File: src/common/cenc_pkg.sv
// Purpose: shared constants, types and decode helpers for the
//          chroma edge, luma noise and comb control block
// Assumes: 8-bit register bus inside the decoder, 8-bit samples
// Notes:   register offsets and field layouts live only here
package cenc_pkg;

  // register offsets
  localparam logic [7:0] ADDR_SPLIT = 8'h19;
  localparam logic [7:0] ADDR_COMB  = 8'h38;
  localparam logic [7:0] ADDR_EDGE  = 8'h4d;
  localparam logic [7:0] ADDR_CTH   = 8'h4e;
  localparam logic [7:0] ADDR_YTH   = 8'h50;
  localparam logic [7:0] ADDR_STAT  = 8'hf0;

  // reset values and writable bits
  localparam logic [7:0] SPLIT_RST  = 8'h01;
  localparam logic [7:0] COMB_RST   = 8'h80;
  localparam logic [7:0] EDGE_RST   = 8'h2e;
  localparam logic [7:0] CTH_RST    = 8'h08;
  localparam logic [7:0] YTH_RST    = 8'h08;
  localparam logic [7:0] SPLIT_MASK = 8'h0f;
  localparam logic [7:0] EDGE_MASK  = 8'h2f;

  // field positions
  localparam int SPL_PAL_LSB   = 0;
  localparam int SPL_NTSC_LSB  = 2;
  localparam int CMB_TAP_LSB   = 6;
  localparam int CMB_CMODE_LSB = 3;
  localparam int CMB_YMODE_LSB = 0;
  localparam int EDG_STEEP_BIT = 0;
  localparam int EDG_BLEND_BIT = 1;
  localparam int EDG_SHARP_LSB = 2;
  localparam int EDG_DNR_BIT   = 5;
  localparam int STS_PAL_BIT   = 0;
  localparam int STS_EDGE_BIT  = 1;
  localparam int STS_NOISE_BIT = 2;

  // sample reset values
  localparam logic [7:0] CHROMA_RST = 8'h80;
  localparam logic [7:0] LUMA_RST   = 8'h00;

  // comb mode codes and line counts
  localparam logic [2:0] MODE_OFF    = 3'h4;
  localparam logic [2:0] MODE_TOP    = 3'h5;
  localparam logic [2:0] MODE_ALL    = 3'h6;
  localparam logic [2:0] MODE_BOT    = 3'h7;
  localparam logic [2:0] LINES_NONE  = 3'h0;
  localparam logic [2:0] LINES_TWO   = 3'h2;
  localparam logic [2:0] LINES_THREE = 3'h3;

  typedef enum logic [2:0] {
    STD_NTSC_MJ   = 3'h0,
    STD_NTSC443   = 3'h1,
    STD_PAL_BGHID = 3'h2,
    STD_PAL_M     = 3'h3,
    STD_PAL_N     = 3'h4,
    STD_PAL_60    = 3'h5
  } cenc_std_t;

  typedef enum logic [1:0] {
    BW_NARROW = 2'h0,
    BW_MEDIUM = 2'h1,
    BW_WIDE   = 2'h2,
    BW_WIDEST = 2'h3
  } cenc_bw_t;

  typedef enum logic [1:0] {
    ROWS_ALL  = 2'h0,
    ROWS_TOP  = 2'h1,
    ROWS_BOT  = 2'h2
  } cenc_rows_t;

  typedef enum logic [1:0] {
    SHARP_MOST   = 2'h0,
    SHARP_SOME   = 2'h1,
    SMOOTH_SOME  = 2'h2,
    SMOOTH_MOST  = 2'h3
  } cenc_sharp_t;

  function automatic logic [7:0] cenc_absdiff(input logic [7:0] a,
                                              input logic [7:0] b);
    return (a >= b) ? (a - b) : (b - a);
  endfunction

  // tap code 00 must not be used; it decodes like 01
  function automatic logic [2:0] cenc_chroma_lines(input logic [2:0] mode,
                                                   input logic [1:0] taps);
    logic [2:0] idx;
    idx = (taps == 2'h0) ? 3'h0 : {1'b0, taps} - 3'h1;
    if (mode == MODE_OFF) return LINES_NONE;
    if (mode == MODE_TOP || mode == MODE_BOT) return LINES_TWO + idx;
    return LINES_THREE + idx;
  endfunction

  function automatic logic [2:0] cenc_luma_lines(input logic [2:0] mode);
    if (mode == MODE_OFF) return LINES_NONE;
    if (mode == MODE_TOP || mode == MODE_BOT) return LINES_TWO;
    return LINES_THREE;
  endfunction

  function automatic cenc_rows_t cenc_rows(input logic [2:0] mode);
    if (mode == MODE_TOP) return ROWS_TOP;
    if (mode == MODE_BOT) return ROWS_BOT;
    return ROWS_ALL;
  endfunction

endpackage

File: src/common/cenc_cfg_if.sv
// Purpose: carries filter settings from the register file to the stages
// Assumes: static settings, no handshake needed
// Notes:   one producer, two consumers
`timescale 1ns/100ps
interface cenc_cfg_if;
  logic       steep_en;
  logic       blend_en;
  logic [1:0] sharp;
  logic [7:0] c_th;
  logic       noise_reduce_enable;
  logic [7:0] y_th;

  modport src   (output steep_en, blend_en, sharp, c_th, noise_reduce_enable, y_th);
  modport steep (input steep_en, blend_en, sharp, c_th);
  modport nr    (input noise_reduce_enable, y_th);
endinterface

File: src/core/cenc_ctrl_top.sv
// Purpose: register file, comb set selection and the two sample filters
// Assumes: register port and stream are synchronous to clock
// Notes:   read data appears one cycle after reg_rd with reg_rvalid
`timescale 1ns/100ps
module cenc_ctrl_top (
  // clock and reset
  input  wire logic                  clock,
  input  wire logic                  rst,
  // register port
  input  wire logic [7:0]            reg_addr,
  input  wire logic                  reg_wr,
  input  wire logic                  reg_rd,
  input  wire logic [7:0]            reg_wdata,
  output logic      [7:0]            reg_rdata,
  output logic                       reg_rvalid,
  // standard and pal comb settings from neighbouring logic
  input  wire cenc_pkg::cenc_std_t   vid_std,
  input  wire logic [7:0]            pal_comb_cfg,
  // sample stream
  input  wire logic                  in_valid,
  input  wire logic [7:0]            in_luma,
  input  wire logic [7:0]            in_chroma,
  output logic                       out_valid,
  output logic      [7:0]            out_luma,
  output logic      [7:0]            out_chroma,
  // comb filter controls
  output logic                       comb_pal_sel,
  output cenc_pkg::cenc_bw_t         comb_split_bw,
  output logic                       chroma_comb_on,
  output logic                       chroma_comb_adaptive,
  output logic      [2:0]            chroma_comb_lines,
  output cenc_pkg::cenc_rows_t       chroma_comb_rows,
  output logic                       luma_comb_on,
  output logic                       luma_comb_adaptive,
  output logic      [2:0]            luma_comb_lines,
  output cenc_pkg::cenc_rows_t       luma_comb_rows
);

  cenc_cfg_if cfg ();

  // register file
  logic [7:0] split_r, split_nxt;
  logic [7:0] comb_r, comb_nxt;
  logic [7:0] edge_r, edge_nxt;
  logic [7:0] cth_r, cth_nxt;
  logic [7:0] yth_r, yth_nxt;
  logic [7:0] rdata_r, rdata_nxt;
  logic       rvalid_r, rvalid_nxt;
  logic [7:0] status;
  logic       edge_hit, noise_hit;

  // comb control state
  logic                 pal_r, pal_nxt;
  cenc_pkg::cenc_bw_t   bw_r, bw_nxt;
  logic                 con_r, con_nxt, cad_r, cad_nxt;
  logic [2:0]           cln_r, cln_nxt;
  cenc_pkg::cenc_rows_t crw_r, crw_nxt;
  logic                 yon_r, yon_nxt, yad_r, yad_nxt;
  logic [2:0]           yln_r, yln_nxt;
  cenc_pkg::cenc_rows_t yrw_r, yrw_nxt;
  logic [7:0]           src;
  logic [1:0]           nsel;
  logic [2:0]           cmode, ymode;

  always_comb begin
    status = 8'h00;
    status[cenc_pkg::STS_PAL_BIT]   = pal_r;
    status[cenc_pkg::STS_EDGE_BIT]  = edge_hit;
    status[cenc_pkg::STS_NOISE_BIT] = noise_hit;
    split_nxt = split_r;
    comb_nxt  = comb_r;
    edge_nxt  = edge_r;
    cth_nxt   = cth_r;
    yth_nxt   = yth_r;
    // reserved bits are dropped on write, so they always read zero
    if (reg_wr) begin
      case (reg_addr)
        cenc_pkg::ADDR_SPLIT: split_nxt = reg_wdata & cenc_pkg::SPLIT_MASK;
        cenc_pkg::ADDR_COMB:  comb_nxt  = reg_wdata;
        cenc_pkg::ADDR_EDGE:  edge_nxt  = reg_wdata & cenc_pkg::EDGE_MASK;
        cenc_pkg::ADDR_CTH:   cth_nxt   = reg_wdata;
        cenc_pkg::ADDR_YTH:   yth_nxt   = reg_wdata;
        default: ;
      endcase
    end
    // unmapped offsets read zero; data is only meaningful with rvalid
    rvalid_nxt = reg_rd;
    rdata_nxt  = 8'h00;
    if (reg_rd) begin
      case (reg_addr)
        cenc_pkg::ADDR_SPLIT: rdata_nxt = split_r;
        cenc_pkg::ADDR_COMB:  rdata_nxt = comb_r;
        cenc_pkg::ADDR_EDGE:  rdata_nxt = edge_r;
        cenc_pkg::ADDR_CTH:   rdata_nxt = cth_r;
        cenc_pkg::ADDR_YTH:   rdata_nxt = yth_r;
        cenc_pkg::ADDR_STAT:  rdata_nxt = status;
        default:              rdata_nxt = 8'h00;
      endcase
    end
  end

  always_ff @(posedge clock) begin
    if (rst) begin
      split_r  <= cenc_pkg::SPLIT_RST;
      comb_r   <= cenc_pkg::COMB_RST;
      edge_r   <= cenc_pkg::EDGE_RST;
      cth_r    <= cenc_pkg::CTH_RST;
      yth_r    <= cenc_pkg::YTH_RST;
      rdata_r  <= 8'h00;
      rvalid_r <= 1'b0;
    end else begin
      split_r  <= split_nxt;
      comb_r   <= comb_nxt;
      edge_r   <= edge_nxt;
      cth_r    <= cth_nxt;
      yth_r    <= yth_nxt;
      rdata_r  <= rdata_nxt;
      rvalid_r <= rvalid_nxt;
    end
  end

  assign cfg.steep_en = edge_r[cenc_pkg::EDG_STEEP_BIT];
  assign cfg.blend_en = edge_r[cenc_pkg::EDG_BLEND_BIT];
  assign cfg.sharp    = edge_r[cenc_pkg::EDG_SHARP_LSB +: 2];
  assign cfg.c_th     = cth_r;
  assign cfg.noise_reduce_enable   = edge_r[cenc_pkg::EDG_DNR_BIT];
  assign cfg.y_th     = yth_r;

  // comb selection; re-evaluated every cycle so a standard change
  // takes effect one clock later
  always_comb begin
    pal_nxt = (vid_std != cenc_pkg::STD_NTSC_MJ);
    src     = pal_nxt ? pal_comb_cfg : comb_r;
    nsel    = split_r[cenc_pkg::SPL_NTSC_LSB +: 2];
    if (pal_nxt) begin
      bw_nxt = cenc_pkg::cenc_bw_t'(
                 split_r[cenc_pkg::SPL_PAL_LSB +: 2]);
    end else begin
      case (nsel)
        2'h0:    bw_nxt = cenc_pkg::BW_NARROW;
        2'h3:    bw_nxt = cenc_pkg::BW_WIDE;
        default: bw_nxt = cenc_pkg::BW_MEDIUM;
      endcase
    end
    cmode   = src[cenc_pkg::CMB_CMODE_LSB +: 3];
    ymode   = src[cenc_pkg::CMB_YMODE_LSB +: 3];
    con_nxt = (cmode != cenc_pkg::MODE_OFF);
    cad_nxt = !cmode[2];
    cln_nxt = cenc_pkg::cenc_chroma_lines(cmode,
                src[cenc_pkg::CMB_TAP_LSB +: 2]);
    crw_nxt = cenc_pkg::cenc_rows(cmode);
    yon_nxt = (ymode != cenc_pkg::MODE_OFF);
    yad_nxt = !ymode[2];
    yln_nxt = cenc_pkg::cenc_luma_lines(ymode);
    yrw_nxt = cenc_pkg::cenc_rows(ymode);
  end

  always_ff @(posedge clock) begin
    if (rst) begin
      pal_r <= 1'b0;
      bw_r  <= cenc_pkg::BW_NARROW;
      con_r <= 1'b0;
      cad_r <= 1'b0;
      cln_r <= cenc_pkg::LINES_NONE;
      crw_r <= cenc_pkg::ROWS_ALL;
      yon_r <= 1'b0;
      yad_r <= 1'b0;
      yln_r <= cenc_pkg::LINES_NONE;
      yrw_r <= cenc_pkg::ROWS_ALL;
    end else begin
      pal_r <= pal_nxt;
      bw_r  <= bw_nxt;
      con_r <= con_nxt;
      cad_r <= cad_nxt;
      cln_r <= cln_nxt;
      crw_r <= crw_nxt;
      yon_r <= yon_nxt;
      yad_r <= yad_nxt;
      yln_r <= yln_nxt;
      yrw_r <= yrw_nxt;
    end
  end

  // both filters take the same strobe, so their outputs stay aligned
  cenc_edge u_edge (
    .clock      (clock),
    .rst        (rst),
    .cfg        (cfg.steep),
    .in_valid   (in_valid),
    .in_chroma  (in_chroma),
    .out_valid  (out_valid),
    .out_chroma (out_chroma),
    .edge_hit   (edge_hit)
  );

  cenc_dnr u_dnr (
    .clock     (clock),
    .rst       (rst),
    .cfg       (cfg.nr),
    .in_valid  (in_valid),
    .in_luma   (in_luma),
    .out_luma  (out_luma),
    .noise_hit (noise_hit)
  );

  assign reg_rdata            = rdata_r;
  assign reg_rvalid           = rvalid_r;
  assign comb_pal_sel         = pal_r;
  assign comb_split_bw        = bw_r;
  assign chroma_comb_on       = con_r;
  assign chroma_comb_adaptive = cad_r;
  assign chroma_comb_lines    = cln_r;
  assign chroma_comb_rows     = crw_r;
  assign luma_comb_on         = yon_r;
  assign luma_comb_adaptive   = yad_r;
  assign luma_comb_lines      = yln_r;
  assign luma_comb_rows       = yrw_r;
endmodule

File: src/core/cenc_edge.sv
// Purpose: chroma edge steepening with alpha blend
// Assumes: one new chroma sample per in_valid
// Notes:   output lags by one sample; the next sample is the lookahead
`timescale 1ns/100ps
module cenc_edge (
  // clock and reset
  input  wire logic       clock,
  input  wire logic       rst,
  // settings
  cenc_cfg_if.steep       cfg,
  // chroma stream
  input  wire logic       in_valid,
  input  wire logic [7:0] in_chroma,
  output logic            out_valid,
  output logic [7:0]      out_chroma,
  output logic            edge_hit
);

  logic              [7:0]  cur_r, cur_nxt, out_r, out_nxt;
  logic                     vld_r, vld_nxt, hit_r, hit_nxt;
  logic              [7:0]  step;
  logic                     hit;
  logic signed       [11:0] diff, alpha, prod, mix;

  always_comb begin
    step = cenc_pkg::cenc_absdiff(in_chroma, cur_r);
    hit  = cfg.steep_en && (step >= cfg.c_th);
    case (cfg.sharp)
      cenc_pkg::SHARP_MOST:  alpha = 12'sh004;
      cenc_pkg::SHARP_SOME:  alpha = 12'sh003;
      cenc_pkg::SMOOTH_SOME: alpha = 12'sh002;
      default:               alpha = 12'sh001;
    endcase
    diff = $signed({4'h0, in_chroma}) - $signed({4'h0, cur_r});
    prod = diff * alpha;
    // convex mix stays inside 0..255, so the low byte is exact
    mix  = $signed({4'h0, cur_r}) + (prod >>> 2);
    cur_nxt = cur_r;
    out_nxt = out_r;
    vld_nxt = 1'b0;
    hit_nxt = hit_r;
    if (in_valid) begin
      cur_nxt = in_chroma;
      vld_nxt = 1'b1;
      hit_nxt = hit;
      if (!hit) begin
        out_nxt = cur_r;
      end else if (cfg.blend_en) begin
        out_nxt = mix[7:0];
      end else begin
        out_nxt = in_chroma;
      end
    end
  end

  always_ff @(posedge clock) begin
    if (rst) begin
      cur_r <= cenc_pkg::CHROMA_RST;
      out_r <= cenc_pkg::CHROMA_RST;
      vld_r <= 1'b0;
      hit_r <= 1'b0;
    end else begin
      cur_r <= cur_nxt;
      out_r <= out_nxt;
      vld_r <= vld_nxt;
      hit_r <= hit_nxt;
    end
  end

  assign out_valid  = vld_r;
  assign out_chroma = out_r;
  assign edge_hit   = hit_r;
endmodule

File: src/core/cenc_dnr.sv
// Purpose: luma coring noise reducer
// Assumes: one new luma sample per in_valid
// Notes:   steps within threshold hold the last output level
`timescale 1ns/100ps
module cenc_dnr (
  // clock and reset
  input  wire logic       clock,
  input  wire logic       rst,
  // settings
  cenc_cfg_if.nr          cfg,
  // luma stream
  input  wire logic       in_valid,
  input  wire logic [7:0] in_luma,
  output logic [7:0]      out_luma,
  output logic            noise_hit
);

  logic [7:0] cur_r, cur_nxt, out_r, out_nxt;
  logic       hit_r, hit_nxt;
  logic       kill;

  always_comb begin
    // step size against the last emitted level, sign ignored
    kill = cfg.noise_reduce_enable &&
           (cenc_pkg::cenc_absdiff(cur_r, out_r) <= cfg.y_th);
    cur_nxt = cur_r;
    out_nxt = out_r;
    hit_nxt = hit_r;
    if (in_valid) begin
      cur_nxt = in_luma;
      hit_nxt = kill;
      out_nxt = kill ? out_r : cur_r;
    end
  end

  always_ff @(posedge clock) begin
    if (rst) begin
      cur_r <= cenc_pkg::LUMA_RST;
      out_r <= cenc_pkg::LUMA_RST;
      hit_r <= 1'b0;
    end else begin
      cur_r <= cur_nxt;
      out_r <= out_nxt;
      hit_r <= hit_nxt;
    end
  end

  assign out_luma  = out_r;
  assign noise_hit = hit_r;
endmodule

File: config.mk
export PLATFORM = sky130hd
export DESIGN_NAME = cenc_ctrl_top
export DESIGN_NICKNAME = d
export VERILOG_FILES = /design/src/common/cenc_pkg.sv /design/src/common/cenc_cfg_if.sv /design/src/core/cenc_ctrl_top.sv /design/src/core/cenc_edge.sv /design/src/core/cenc_dnr.sv
export SDC_FILE = /design/constraint.sdc
export NUM_CORES = 1
export LEC_CHECK = 0
export BUFFER_PORTS_ARGS = -buffer_cell sky130_fd_sc_hd__buf_2
export CORE_AREA = 4 4 158 160
export DETAILED_ROUTE_END_ITERATION = 16
export DIE_AREA = 0 0 162 164
export SLEW_MARGIN = 10
export SYNTH_ARGS = -nofsm -noshare
export SYNTH_HDL_FRONTEND = slang
export SYNTH_HIERARCHICAL = 1
export SYNTH_SLANG_ARGS = --single-unit
export TNS_END_PERCENT = 50
File: constraint.sdc
create_clock -name clock -period 5.4 [get_ports clock]
set_input_delay 0.54 -clock clock [delete_from_list [all_inputs] [get_ports clock]]
set_output_delay 0.54 -clock clock [all_outputs]
set_load 0.01 [all_outputs]
======== Word-level counts from Yosys, hierarchy flattened ========
Cells that the tools add are included.
word-level totals
  bits of input ports ..................... 48
  logic and storage cells ................. 113
  flip-flop bits (word level) ............. 94
  output and inout bits ................... 43
cells by class
  eq/ne operators ......................... 17
  order comparisons ....................... 4
  add/sub/neg operators ................... 9
  multipliers ............................. 1
  reductions and logical operators ........ 17
  bitwise logic cells ..................... 2
  multiplexer cells ....................... 39
operator list
  operator                                       number
  one-hot mux 8 bit (6 select lines)             1
  two-way mux 8 bit                              5
  subtractor 8 bit                               4
  two-way mux 3 bit                              9
  == test 8 x 7 -> 1 bit, second input constant  3
  >= comparator 8 bit                            3
  == test 3 bit, second input constant           6
  two-way mux 2 bit                              9
  two-way mux 1 bit                              13
  multiplier 12 x 4 -> 10 bit                    1
  AND reduction 2 bit                            6
  one-hot mux 3 bit (3 select lines)             1
  subtractor 8 x 8 -> 9 bit                      1
  adder 8 bit                                    1
  == test 8 x 5 -> 1 bit, second input constant  1
  == test 8 x 6 -> 1 bit, second input constant  1
  == test 8 bit, second input constant           1
  less-or-equal comparator 8 bit                 1
  adder 2 x 3 -> 3 bit, first input constant     2
  logical NOT 2 bit                              3
  inequality test 3 bit, second input constant   2
  == test 2 bit, second input constant           2
  one-hot mux 2 bit (2 select lines)             1
  nonzero test 3 bit                             1
  other kinds (7)                                11

======== Depth between registers and ports, before layout ========
Gate-level depths: netlist (run 1).
  word-level depth ........................ 8
  gate-level depth with buffers ........... 24
  depth with buffers taken out ............ 24

======== Modules after synthesis ========
Netlist (run 1), hierarchy kept.
modules (own cells, without submodules)
  module         area each (um^2)  times used  sequential area each (um^2)  cells an instance
  cenc_edge      2783.9            1           360.3                        340
  cenc_ctrl_top  2603.7            1           1161.1                       271
  cenc_dnr       1576.5            1           340.3                        181

======== Worst setup path before layout (run 1) ========
Ideal clock, no wire load.
  path kind ............................... input to register
  start point ............................. input in_chroma[0]
  end point ............................... register u_edge.out_r[7], in the netlist u_edge/out_chroma[7]
  library setup time ...................... 0.073 ns
  arrival ................................. 5.048 ns
  path slack .............................. 0.279 ns
  stages on the path ...................... 23
  data required time ...................... 5.327 ns
  path buffers ............................ 0
  path through ............................ inv_1 > ha_1 > inv_1 > fa_1 > a21o_1 > a21oi_4 > xnor2_1 > and2_1 > ha_1 > inv_1 > fa_1 > inv_1 > ha_1 > o21ai_0 > a21oi_1 > nor2_1 > xnor2_1 > ha_1 > or3_1 > a31oi_1 > xnor3_1 > xor3_1 > o211ai_2
on the way
  cells in the longest elaborated chain, start to end .. 5
  elaborated cells between the ends (all ways) .. 11
  those cells by class .................... add/sub (4); mul (1); order compare (2); mux (3); reduce/logical (1)
ends and longest elaborated chain
  what                                                              RTL line                          source
  start: declaration                                                cenc_ctrl_top.sv:22               input wire logic [7:0] in_chroma,
  subtractor 8 x 8 -> 9 bit (tied with other cells)                 cenc_edge.sv:34                   diff = $signed({4'h0, in_chroma}) - $signed({4'h0, cur_r});
  multiplier 12 x 4 -> 10 bit or two-way mux 8 bit (tied branches)  cenc_edge.sv:35, cenc_pkg.sv:82
  adder 8 bit or >= comparator 8 bit (tied branches)                cenc_edge.sv:37, cenc_edge.sv:27
  two-way mux 8 bit or logical AND 1 bit (tied branches)            cenc_edge.sv:48, cenc_edge.sv:27
  two-way mux 8 bit *                                               cenc_edge.sv:46                   if (!hit) begin
  end signal: assignment                                            cenc_edge.sv:59                   out_r <= cenc_pkg::CHROMA_RST;
  end signal: assignment                                            cenc_edge.sv:64                   out_r <= out_nxt;
  end: declaration                                                  cenc_edge.sv:19                   logic [7:0] cur_r, cur_nxt, out_r, out_nxt;
Mark *: on every way between the ends. The rest lies on a longest branch, timed or not.
A chain may end at the register's enable or synchronous reset.

======== Worst setup path in the final report (run 1) ========
  start point ............................. register u_edge.cur_r[0]
  end point ............................... register u_edge.out_r[7], in the netlist u_edge/out_chroma[7]
on the way
  cells in the longest elaborated chain, start to end .. 5
  elaborated cells between the ends (all ways) .. 11
  those cells by class .................... add/sub (4); mul (1); order compare (2); mux (3); reduce/logical (1)
ends and longest elaborated chain
  what                                                              RTL line                          source
  start: declaration                                                cenc_edge.sv:19
  start signal: assignment                                          cenc_edge.sv:58                   cur_r <= cenc_pkg::CHROMA_RST;
  start signal: assignment                                          cenc_edge.sv:63                   cur_r <= cur_nxt;
  subtractor 8 x 8 -> 9 bit (tied with other cells)                 cenc_edge.sv:34
  multiplier 12 x 4 -> 10 bit or two-way mux 8 bit (tied branches)  cenc_edge.sv:35, cenc_pkg.sv:82
  adder 8 bit or >= comparator 8 bit (tied branches)                cenc_edge.sv:37, cenc_edge.sv:27
  two-way mux 8 bit or logical AND 1 bit (tied branches)            cenc_edge.sv:48, cenc_edge.sv:27
  two-way mux 8 bit *                                               cenc_edge.sv:46
Marked as above.

==> impl_metrics.toml, run 1 <==
[worst_hold_path]
hold_path.class = "in2reg"

[drt]
vias = 5746
via_per_inst = 4.80
wl_per_cell_um = 15.0
first_pass_iters = 4
drtAntennaViolNets = 0
routed_wl_mm = 17.9
drc = 0
drt_iter0_drc = 357

[die]
die_x_um = 162
die_height_um = 164
core_area_mm2 = 0.0234
ios = 91
initial_core_util_pct = 29.8
dieArea_mm2 = 0.0266
rows = 56

[cells_and_area]
layout.cells.non_filler = 1197
diodes = 0
drive_above_1_share_pct = 17.2
nets = 1006
final_util_pct = 34.4
final_common_cell = "dfxtp_1"
syn_to_final_growth_pct = 15.7
final_cell_mix = "dfxtp_1, buf_2, inv_1, ha_1, mux2i_1"

[clocking]
clock-sinks = 93
cts_buffer_depth = 2
cts_made_buffers = 9
htree_levels = 3
cts_tree = "built"
clk_latency_ps = 360
cts_hold_buf = 0
path_clk_slew_ps = 80
cts_root_buf = "clkbuf_16"

[global_routing]
grt_max_degree = 65
grt_usage_pct = 13.6
overflow = 0
first_global_vias = 5752
grt_pass1_wl_mm = 29.3
antenna_found_initial = 0

[critical_path]
slowest_delay_ps = 520
startpoint_type = "register"
critPathCaptureType = "register"
cpMostUsedCell = "ha_1"
crit_required_ps = 5680
path_cells = "ha_1 > inv_1 > fa_1 > buf_4 > xor2_1 > and2_1 > ha_1 > inv_1 > fa_1 > inv_1 > ha_1 > nor2b_1 > o21ai_0 > a21oi_1 > nor2_1 > xnor2_1 > ha_1 > or3_1 > a31oi_1 > xnor3_1 > xor3_1 > o211ai_2"
slowest_stage = "fa_1"
crit_family = "adder cells"
cp.buffers_inverters = 4
crit_arrival_ps = 5250
worstPathMaxFanout = 3
crit_type = "reg2reg"

[sta]
fin_crit_sh_pct = 92.1
hold_viol_final = 0
fin_setup_tns_ps = 0
worst_slack_ps = 424
maxSlewHeadroom_pct = 50.8
finClkSkew_ps = 19.3
worstMarginPinSlew_ps = 738
period_needed_ps = 4980
finalMaxSlewViolations = 0
setup_viol = 0
fmax_ghz = 0.201
rsz0062_at_grt = "no"

[logic_synthesis]
syn_area_per_cell_um2 = 8.79
synthArstFlopShare_pct = 0
ys_ff_latch = 93
synth_edf_count = 0
synth_area_mm2 = 0.00696
yosysSeqAreaShare_pct = 26.7
synthesis.nets = 925
ys_top_cells_by_area = "dfxtp_1, ha_1, mux2i_1, inv_1, fa_1"
yosys_warnings = 6
synth.distinct_cells = 82
synth_largest_area_cell = "dfxtp_1"
synth-main-ff-cell = "dfxtp_1"
synthCells = 792
synth_top_area_share_pct = 26.7

[power]
p_switching_w = 0.000746
swShare_pct = 35.2
intPower_w = 0.00137
p_leak_nw = 3.62
pwr-share-seq_pct = 34.7
clock_power_share_pct = 31.3
comb_power_share_pct = 34.0
worst_ir_drop_vdd_mv = 0.131
cellPowerDensity_mw_per_mm2 = 263

[placement]
io_buffers = 89
dp_slack_ps = -112
dp.final_hpwl_mm = 13.8
placed_cells = 1180
gp_congestion = 0.843

[job]
cap_violations = 0

[outcome]
outcome = "complete, no violations"
power by group through the flow:
stage,registers [W],clock network [W],logic (W)
final,0.000735,0.000664,0.000720
after CTS,0.000736,0.000689,0.000723
after detailed placement,0.000752,0,0.000719
after global placement,0.000752,0,0.000711
after floorplan,0.000753,0,0.000539
after global routing,0.000739,0.000714,0.000814
synthesized netlist by cell type (9+ instances only):
master	instances
and2_1	20
clkbuf_1	20
a21o_1	19
nor2b_1	18
nand3_1	27
a211oi_1	9
mux2i_1	56
xor2_1	9
a21oi_1	35
inv_1	81
o21ai_0	20
dfxtp_1	93
nand2_1	38
a211o_1	10
nand4_1	11
nand2b_1	27
nor2_1	54
xnor2_1	21
o211ai_1	11
ha_1	73
fa_1	12
worst reg2reg max path, cell delays in order, from the launching register on:
cell and delay, ps:
dfxtp_1 360, ha_1 180, inv_1 60, fa_1 390, buf_4 160, xor2_1 170, and2_1 180, ha_1 270
inv_1 50, fa_1 520, inv_1 40, ha_1 290, nor2b_1 170, o21ai_0 90, a21oi_1 190, nor2_1 80
xnor2_1 150, ha_1 210, or3_1 360, a31oi_1 220, xnor3_1 260, xor3_1 370, o211ai_2 140
sequential cells by signal, indices dropped and copies added, names as in the netlist, 3 cells and up:
| name | count |
|---|---|
| edge_r | 5 |
| cfg.c_th | 8 |
| comb_r | 8 |
| reg_rdata | 8 |
| split_r | 4 |
| cfg.y_th | 8 |
| chroma_comb_lines | 3 |
| u_dnr/cur_r | 8 |
| u_edge/cur_r | 8 |
| u_edge/out_chroma | 8 |
| u_dnr/out_luma | 8 |
per-layer routing:
layer  track usage (%)  wire (µm)  vias up
li1                  -          -     2909
met1              17.9       8650     2684
met2              22.5       8060      133
met3              3.46        991       20
met4              3.11        246        0
met5                 0          0        -
path summary, 6_finish.rpt:
path                                           from                                end  slack, ps  depth (start not counted)
setup / recovery       u_edge/cur_r[0]$_SDFFE_PP0P_  u_edge/out_chroma[7]$_SDFFE_PP1P_        420                         22
hold / removal                           in_luma[2]        u_dnr/cur_r[2]$_SDFFE_PP0P_        420                          3
setup reg to reg       u_edge/cur_r[0]$_SDFFE_PP0P_  u_edge/out_chroma[7]$_SDFFE_PP1P_        420                         22
hold reg to reg   u_edge/out_chroma[3]$_SDFFE_PP0P_  u_edge/out_chroma[3]$_SDFFE_PP0P_        470                          2
cells by family after synthesis:
group,synth area share (%)
AOI/OAI and AO/OA,16.4
other,0.0538
and+or+nand+nor,20.0
buffers and inverters,7.20
xor gates and xnor gates,4.44
DFF,26.7
adders and majority gates,16.6
muxes,8.59
repair_timing:
item,in CTS,in global routing
gates resized for setup,0,3
endpoints found under the setup margin,0,1
setup buffers,0,1
final cells by class:
cell class,count,area [µm²]
fill,2523,15300
multi-input combinational,581,4600
sequential,93,1870
timing repair buffer,107,581
tap,319,399
inverter,81,304
clock buffer,9,225
clock inverter,7,78.8
per-stage QoR:
stage	hold slack [ps]	power (W)	cell area, µm²
after floorplan	446	0.00129	6960
after global placement	456	0.00146	7740
after detailed placement	458	0.00147	7740
after CTS	409	0.00215	8040
after global routing	433	0.00227	8060
final	419	0.00212	8060
(Power assumes the default switching activity.)
==> run 2, diff against run 1 <==
clock period = 6 ns   (was 5.4 ns; I/O delays follow)
==> run 2 against run 1 <==
Net effect:
- wire length is 1.4% lower
- setup slack improved by 250 ps
- hold slack gained 56 ps
- critical path type unchanged
- design area down 1.4%
- die area is the same
- critical path depth down 1
- sequential power fell by 9.9%
- global-route usage is essentially flat
- via count decreased by 1.2%
- clock-buffer cell count unchanged
- critical endpoint unchanged
- core utilization down 0.48 points
==> impl_metrics.toml, run 2 (synthesis results as in run 1) <==
[critical_path]
crit_family = "adder cells"
r2r_cells = 21
startpoint_type = "register"
crit_type = "reg2reg"
slowest_delay_ps = 530
cp.buffers_inverters = 3
crit_cells = 21
critPathCaptureType = "register"
crit_arrival_ps = 5610
crit_required_ps = 6280
slowest_stage = "dfxtp_1"
path_cells = "inv_1 > fa_1 > a21o_1 > a21oi_4 > xnor2_1 > and2_1 > ha_1 > inv_1 > fa_1 > inv_1 > ha_1 > o21ai_0 > a21oi_1 > nor2_1 > xnor2_1 > ha_1 > or3_1 > a31oi_1 > xnor3_1 > xor3_1 > o211ai_2"
worstPathMaxFanout = 7

[power]
fin_total_pwr_w = 0.00188
cellPowerDensity_mw_per_mm2 = 236
worst_ir_drop_vdd_mv = 0.136
p_leak_nw = 3.56

[clocking]
path_clk_slew_ps = 70
clock-sinks = 93
cts_buffer_depth = 2
cts_root_buf = "clkbuf_16"
post-cts-setup-buffer-count = 0
clk_latency_ps = 360
htree_levels = 3
cts_hold_buf = 0
cts_tree = "built"
cts_made_buffers = 9
cts_resized = 0

[sta]
finClkSkew_ps = 12.3
period_needed_ps = 5320
maxSlewHeadroom_pct = 52.3
fin_crit_sh_pct = 88.7
fin_setup_tns_ps = 0
worstMarginPinSlew_ps = 715
setup_viol = 0
rsz0062_at_grt = "no"
worst_slack_ps = 675
hold_viol_final = 0
finalMaxSlewViolations = 0
fmax_ghz = 0.188

[placement]
gp_congestion = 0.850
dp_slack_ps = 374
io_buffers = 89
dp.final_hpwl_mm = 13.6

[global_routing]
antenna_found_initial = 0
grt_max_degree = 66
overflow = 0
grt_pass1_wl_mm = 29.3
grt_usage_pct = 13.6
first_global_vias = 5632

[die]
initial_core_util_pct = 29.8
rows = 56
die_x_um = 162
core_area_mm2 = 0.0234
dieArea_mm2 = 0.0266
die_height_um = 164
ios = 91

[cells_and_area]
nets = 992
nFillCells = 2506
syn_to_final_growth_pct = 14.1
final_cell_mix = "dfxtp_1, buf_2, inv_1, ha_1, mux2i_1"
diodes = 0
drive_above_1_share_pct = 15.6
final_common_cell = "dfxtp_1"

[drt]
drt_iter0_drc = 270
vias = 5679
via_per_inst = 4.80
drc = 0
first_pass_iters = 4
wl_per_cell_um = 15.0
drtAntennaViolNets = 0
routed_wl_mm = 17.7

[outcome]
outcome = "complete, no violations"

[worst_hold_path]
hold_path.class = "reg2reg"
min_path_cells = 2

[job]
cap_violations = 0
## run 2: per-layer routing
layer,track usage [%],share of wire (%),vias up
li1,-,-,2886
met1,18.5,49,2680
met2,22.0,45,100
met3,2.79,4.4,13
met4,3.34,1.3,0
met5,0,0,-
## run 2: path summary, 6_finish.rpt
kind,startpoint,to,slack [ps]
setup reg to reg,u_edge/cur_r[1]$_SDFFE_PP0P_,u_edge/out_chroma[7]$_SDFFE_PP1P_,680
hold / removal,u_edge/out_chroma[3]$_SDFFE_PP0P_,u_edge/out_chroma[3]$_SDFFE_PP0P_,470
setup / recovery,u_edge/cur_r[1]$_SDFFE_PP0P_,u_edge/out_chroma[7]$_SDFFE_PP1P_,680
hold reg to reg,u_edge/out_chroma[3]$_SDFFE_PP0P_,u_edge/out_chroma[3]$_SDFFE_PP0P_,470
## run 2: worst min-delay path, delay by kind of cell, from the launching register on
| family | cells | cell delay (ps) |
|---|---|---|
| and+or+nand+nor | 1 | 60 |
| DFF | 1 | 310 |
| AOI/OAI and AO/OA | 1 | 60 |
## run 2: layout make-up
| type | count | area [µm²] | area share [%] |
|---|---|---|---|
| clock buffer | 9 | 225 | 2.83 |
| clock inverter | 7 | 78.8 | 0.992 |
| inverter | 81 | 304 | 3.83 |
| multi-input combinational | 581 | 4600 | 57.9 |
| sequential | 93 | 1860 | 23.4 |
| tap | 319 | 399 | 5.02 |
| timing repair buffer | 93 | 475 | 5.98 |
## run 2: through the flow
stage               instances  hold WS (ps)  utilization (%)  instance area, µm²
finish                   1183           475             34.0                7950
global route             1183           490             34.0                7950
CTS                      1183           466             34.0                7950
detailed placement       1167           466             32.7                7640
global placement         1167           456             32.7                7640
floorplan                 792           446                -                6960
## run 2: power breakdown
group          total (W)  switching, W  leakage [nW]  internal [W]
Sequential      0.000662     0.0000218         0.759      0.000641
Combinational   0.000629      0.000340          2.66      0.000288
Clock           0.000588      0.000293         0.141      0.000295
==> run 3, diff against run 2 <==
BUFFER_PORTS_ARGS = not set   (was -buffer_cell sky130_fd_sc_hd__buf_2)
CELL_PAD_IN_SITES_DETAIL_PLACEMENT = 1   (was not set)
CELL_PAD_IN_SITES_GLOBAL_PLACEMENT = 2   (was not set)
DONT_BUFFER_PORTS = 1   (was not set)
PLACE_DENSITY_LB_ADDON = 0.1   (was not set)
==> run 3 against run 2 <==
Net effect:
- sequential cell count stayed put
- combinational power is 6.0% lower
- clock power is 2% higher
- design area is 5.8% lower
- clock-buffer cell count stayed put
- clock skew hardly changed
- critical path type unchanged
- largest power group unchanged
==> impl_metrics.toml, run 3 (synthesis results as in run 1) <==
[cells_and_area]
nets = 901
layout.cells.non_filler = 1092
syn_to_final_growth_pct = 7.44
diodes = 0
final_common_cell = "dfxtp_1"
final_cell_mix = "dfxtp_1, inv_1, ha_1, mux2i_1, nor2_1"
drive_above_1_share_pct = 5.69
final_cell_area_mm2 = 0.00748

[die]
core_area_mm2 = 0.0234
ios = 91
die_x_um = 162
rows = 56
initial_core_util_pct = 29.8
die_height_um = 164
dieArea_mm2 = 0.0266

[critical_path]
crit_type = "reg2reg"
crit_arrival_ps = 5710
r2r_slack_ps = 580
critPathCaptureType = "register"
startpoint = "u_edge/cur_r[1]$_SDFFE_PP0P_"
slowest_stage = "dfxtp_1"
crit-reg2reg-launch = "u_edge/cur_r[1]$_SDFFE_PP0P_"
crit_family = "adder cells"
worstPathMaxFanout = 7
r2r-end = "u_edge/out_chroma[7]$_SDFFE_PP1P_"
startpoint_type = "register"
cp.buffers_inverters = 3
slowest_delay_ps = 550
r2r_cells = 21
crit_required_ps = 6290
path_cells = "inv_1 > fa_1 > a21o_1 > a21oi_4 > xnor2_1 > and2_1 > ha_1 > inv_1 > fa_1 > inv_1 > ha_1 > o21ai_0 > a21oi_1 > nor2_1 > xnor2_1 > ha_1 > or3_1 > a31oi_1 > xnor3_1 > xor3_1 > o211ai_2"
crit_cells = 21

[global_routing]
use_met1_pct = 19.1
overflow = 0
grt_max_degree = 92
grt_pass1_wl_mm = 33.2
grt.busiest_layer = "met2"
antenna_found_initial = 0
use_met3_pct = 2.84
use_met2_pct = 29.1
grt_usage_pct = 15.8
first_global_vias = 5972

[clocking]
cts_resized = 0
cts_root_buf = "clkbuf_16"
htree_levels = 3
cts_tree = "built"
cts_hold_buf = 0
cts_made_buffers = 9
clock-sinks = 93
clk_latency_ps = 360
post-cts-setup-buffer-count = 0
cts_buffer_depth = 2
path_clk_slew_ps = 80

[power]
p_switching_w = 0.000657
fin_total_pwr_w = 0.00187
comb_power_share_pct = 31.7
swShare_pct = 35.2
cellPowerDensity_mw_per_mm2 = 249
worst_ir_drop_vdd_mv = 0.109
clock_power_share_pct = 32.3
p_leak_nw = 3.15
intPower_w = 0.00121
pwr-share-seq_pct = 36.1

[drt]
vias = 5540
wl_per_cell_um = 19.0
drtAntennaViolNets = 0
routed_wl_mm = 20.7
via_per_inst = 5.07
drt_iter0_drc = 221
drc = 0
first_pass_iters = 4

[sta]
setup_viol = 0
finalMaxSlewViolations = 0
maxSlewHeadroom_pct = 49.0
worst_slack_ps = 578
hold_viol_final = 0
rsz0062_at_grt = "no"
finClkSkew_ps = 11.9
fin_setup_tns_ps = 0
period_needed_ps = 5420
fin_crit_sh_pct = 90.4
worstMarginPinSlew_ps = 763
fmax_ghz = 0.184

[placement]
gp_congestion = 0.845
dp.final_hpwl_mm = 16.2
placed_cells = 1076
place_area_mm2 = 0.00718
dp_slack_ps = 410
io_buffers = 0

[worst_hold_path]
min_path_cells = 1
hold_path.class = "in2reg"
holdCritStartpoint = "rst"
holdPathEnd = "u_dnr/cur_r[7]$_SDFFE_PP0P_"

[job]
cap_violations = 0

[outcome]
outcome = "complete, no violations"
## run 3: through the flow
step / utilization, % / hold WS (ps)
5_1_grt: 32.0 / 294
3_3_place_gp: 30.7 / 481
4_1_cts: 32.0 / 296
3_5_place_dp: 30.7 / 493
2_1_floorplan: - / 446
6_report: 32.0 / 308
## run 3: layout make-up
type	count	area [µm²]
clock buffers	9	225
clock inverters	7	76.3
fillers	2758	15900
inverters	81	304
multi-input cells	581	4600
flip-flops and latches	93	1860
well taps	319	399
repair buffers	2	15.0
## run 3: power groups by stage
stage | Combinational [W] | Clock, W | Sequential, W
4_1_cts | 0.000599 | 0.000629 | 0.000675
5_1_grt | 0.000664 | 0.000656 | 0.000678
6_report | 0.000591 | 0.000602 | 0.000673
2_1_floorplan | 0.000485 | 0 | 0.000678
3_5_place_dp | 0.000592 | 0 | 0.000689
3_3_place_gp | 0.000573 | 0 | 0.000688
## run 3: routing by layer
metal  vias up  wire length, µm  share of wire (%)
li1       2686                -                  -
met1      2763             9130                 44
met2        75            10700                 52
met3        16              633                3.1
met4         0              272                1.3
met5         -                0                  0
## run 3: worst max path at each step
stage | endpoint | slack [ps]
2_1_floorplan | u_edge/out_chroma[7]$_SDFFE_PP1P_ | 820
3_3_place_gp | u_edge/out_chroma[7]$_SDFFE_PP1P_ | 510
3_5_place_dp | u_edge/out_chroma[7]$_SDFFE_PP1P_ | 410
4_1_cts | u_edge/out_chroma[7]$_SDFFE_PP1P_ | 540
5_1_grt | u_edge/out_chroma[7]$_SDFFE_PP1P_ | 260
6_report | u_edge/out_chroma[7]$_SDFFE_PP1P_ | 580
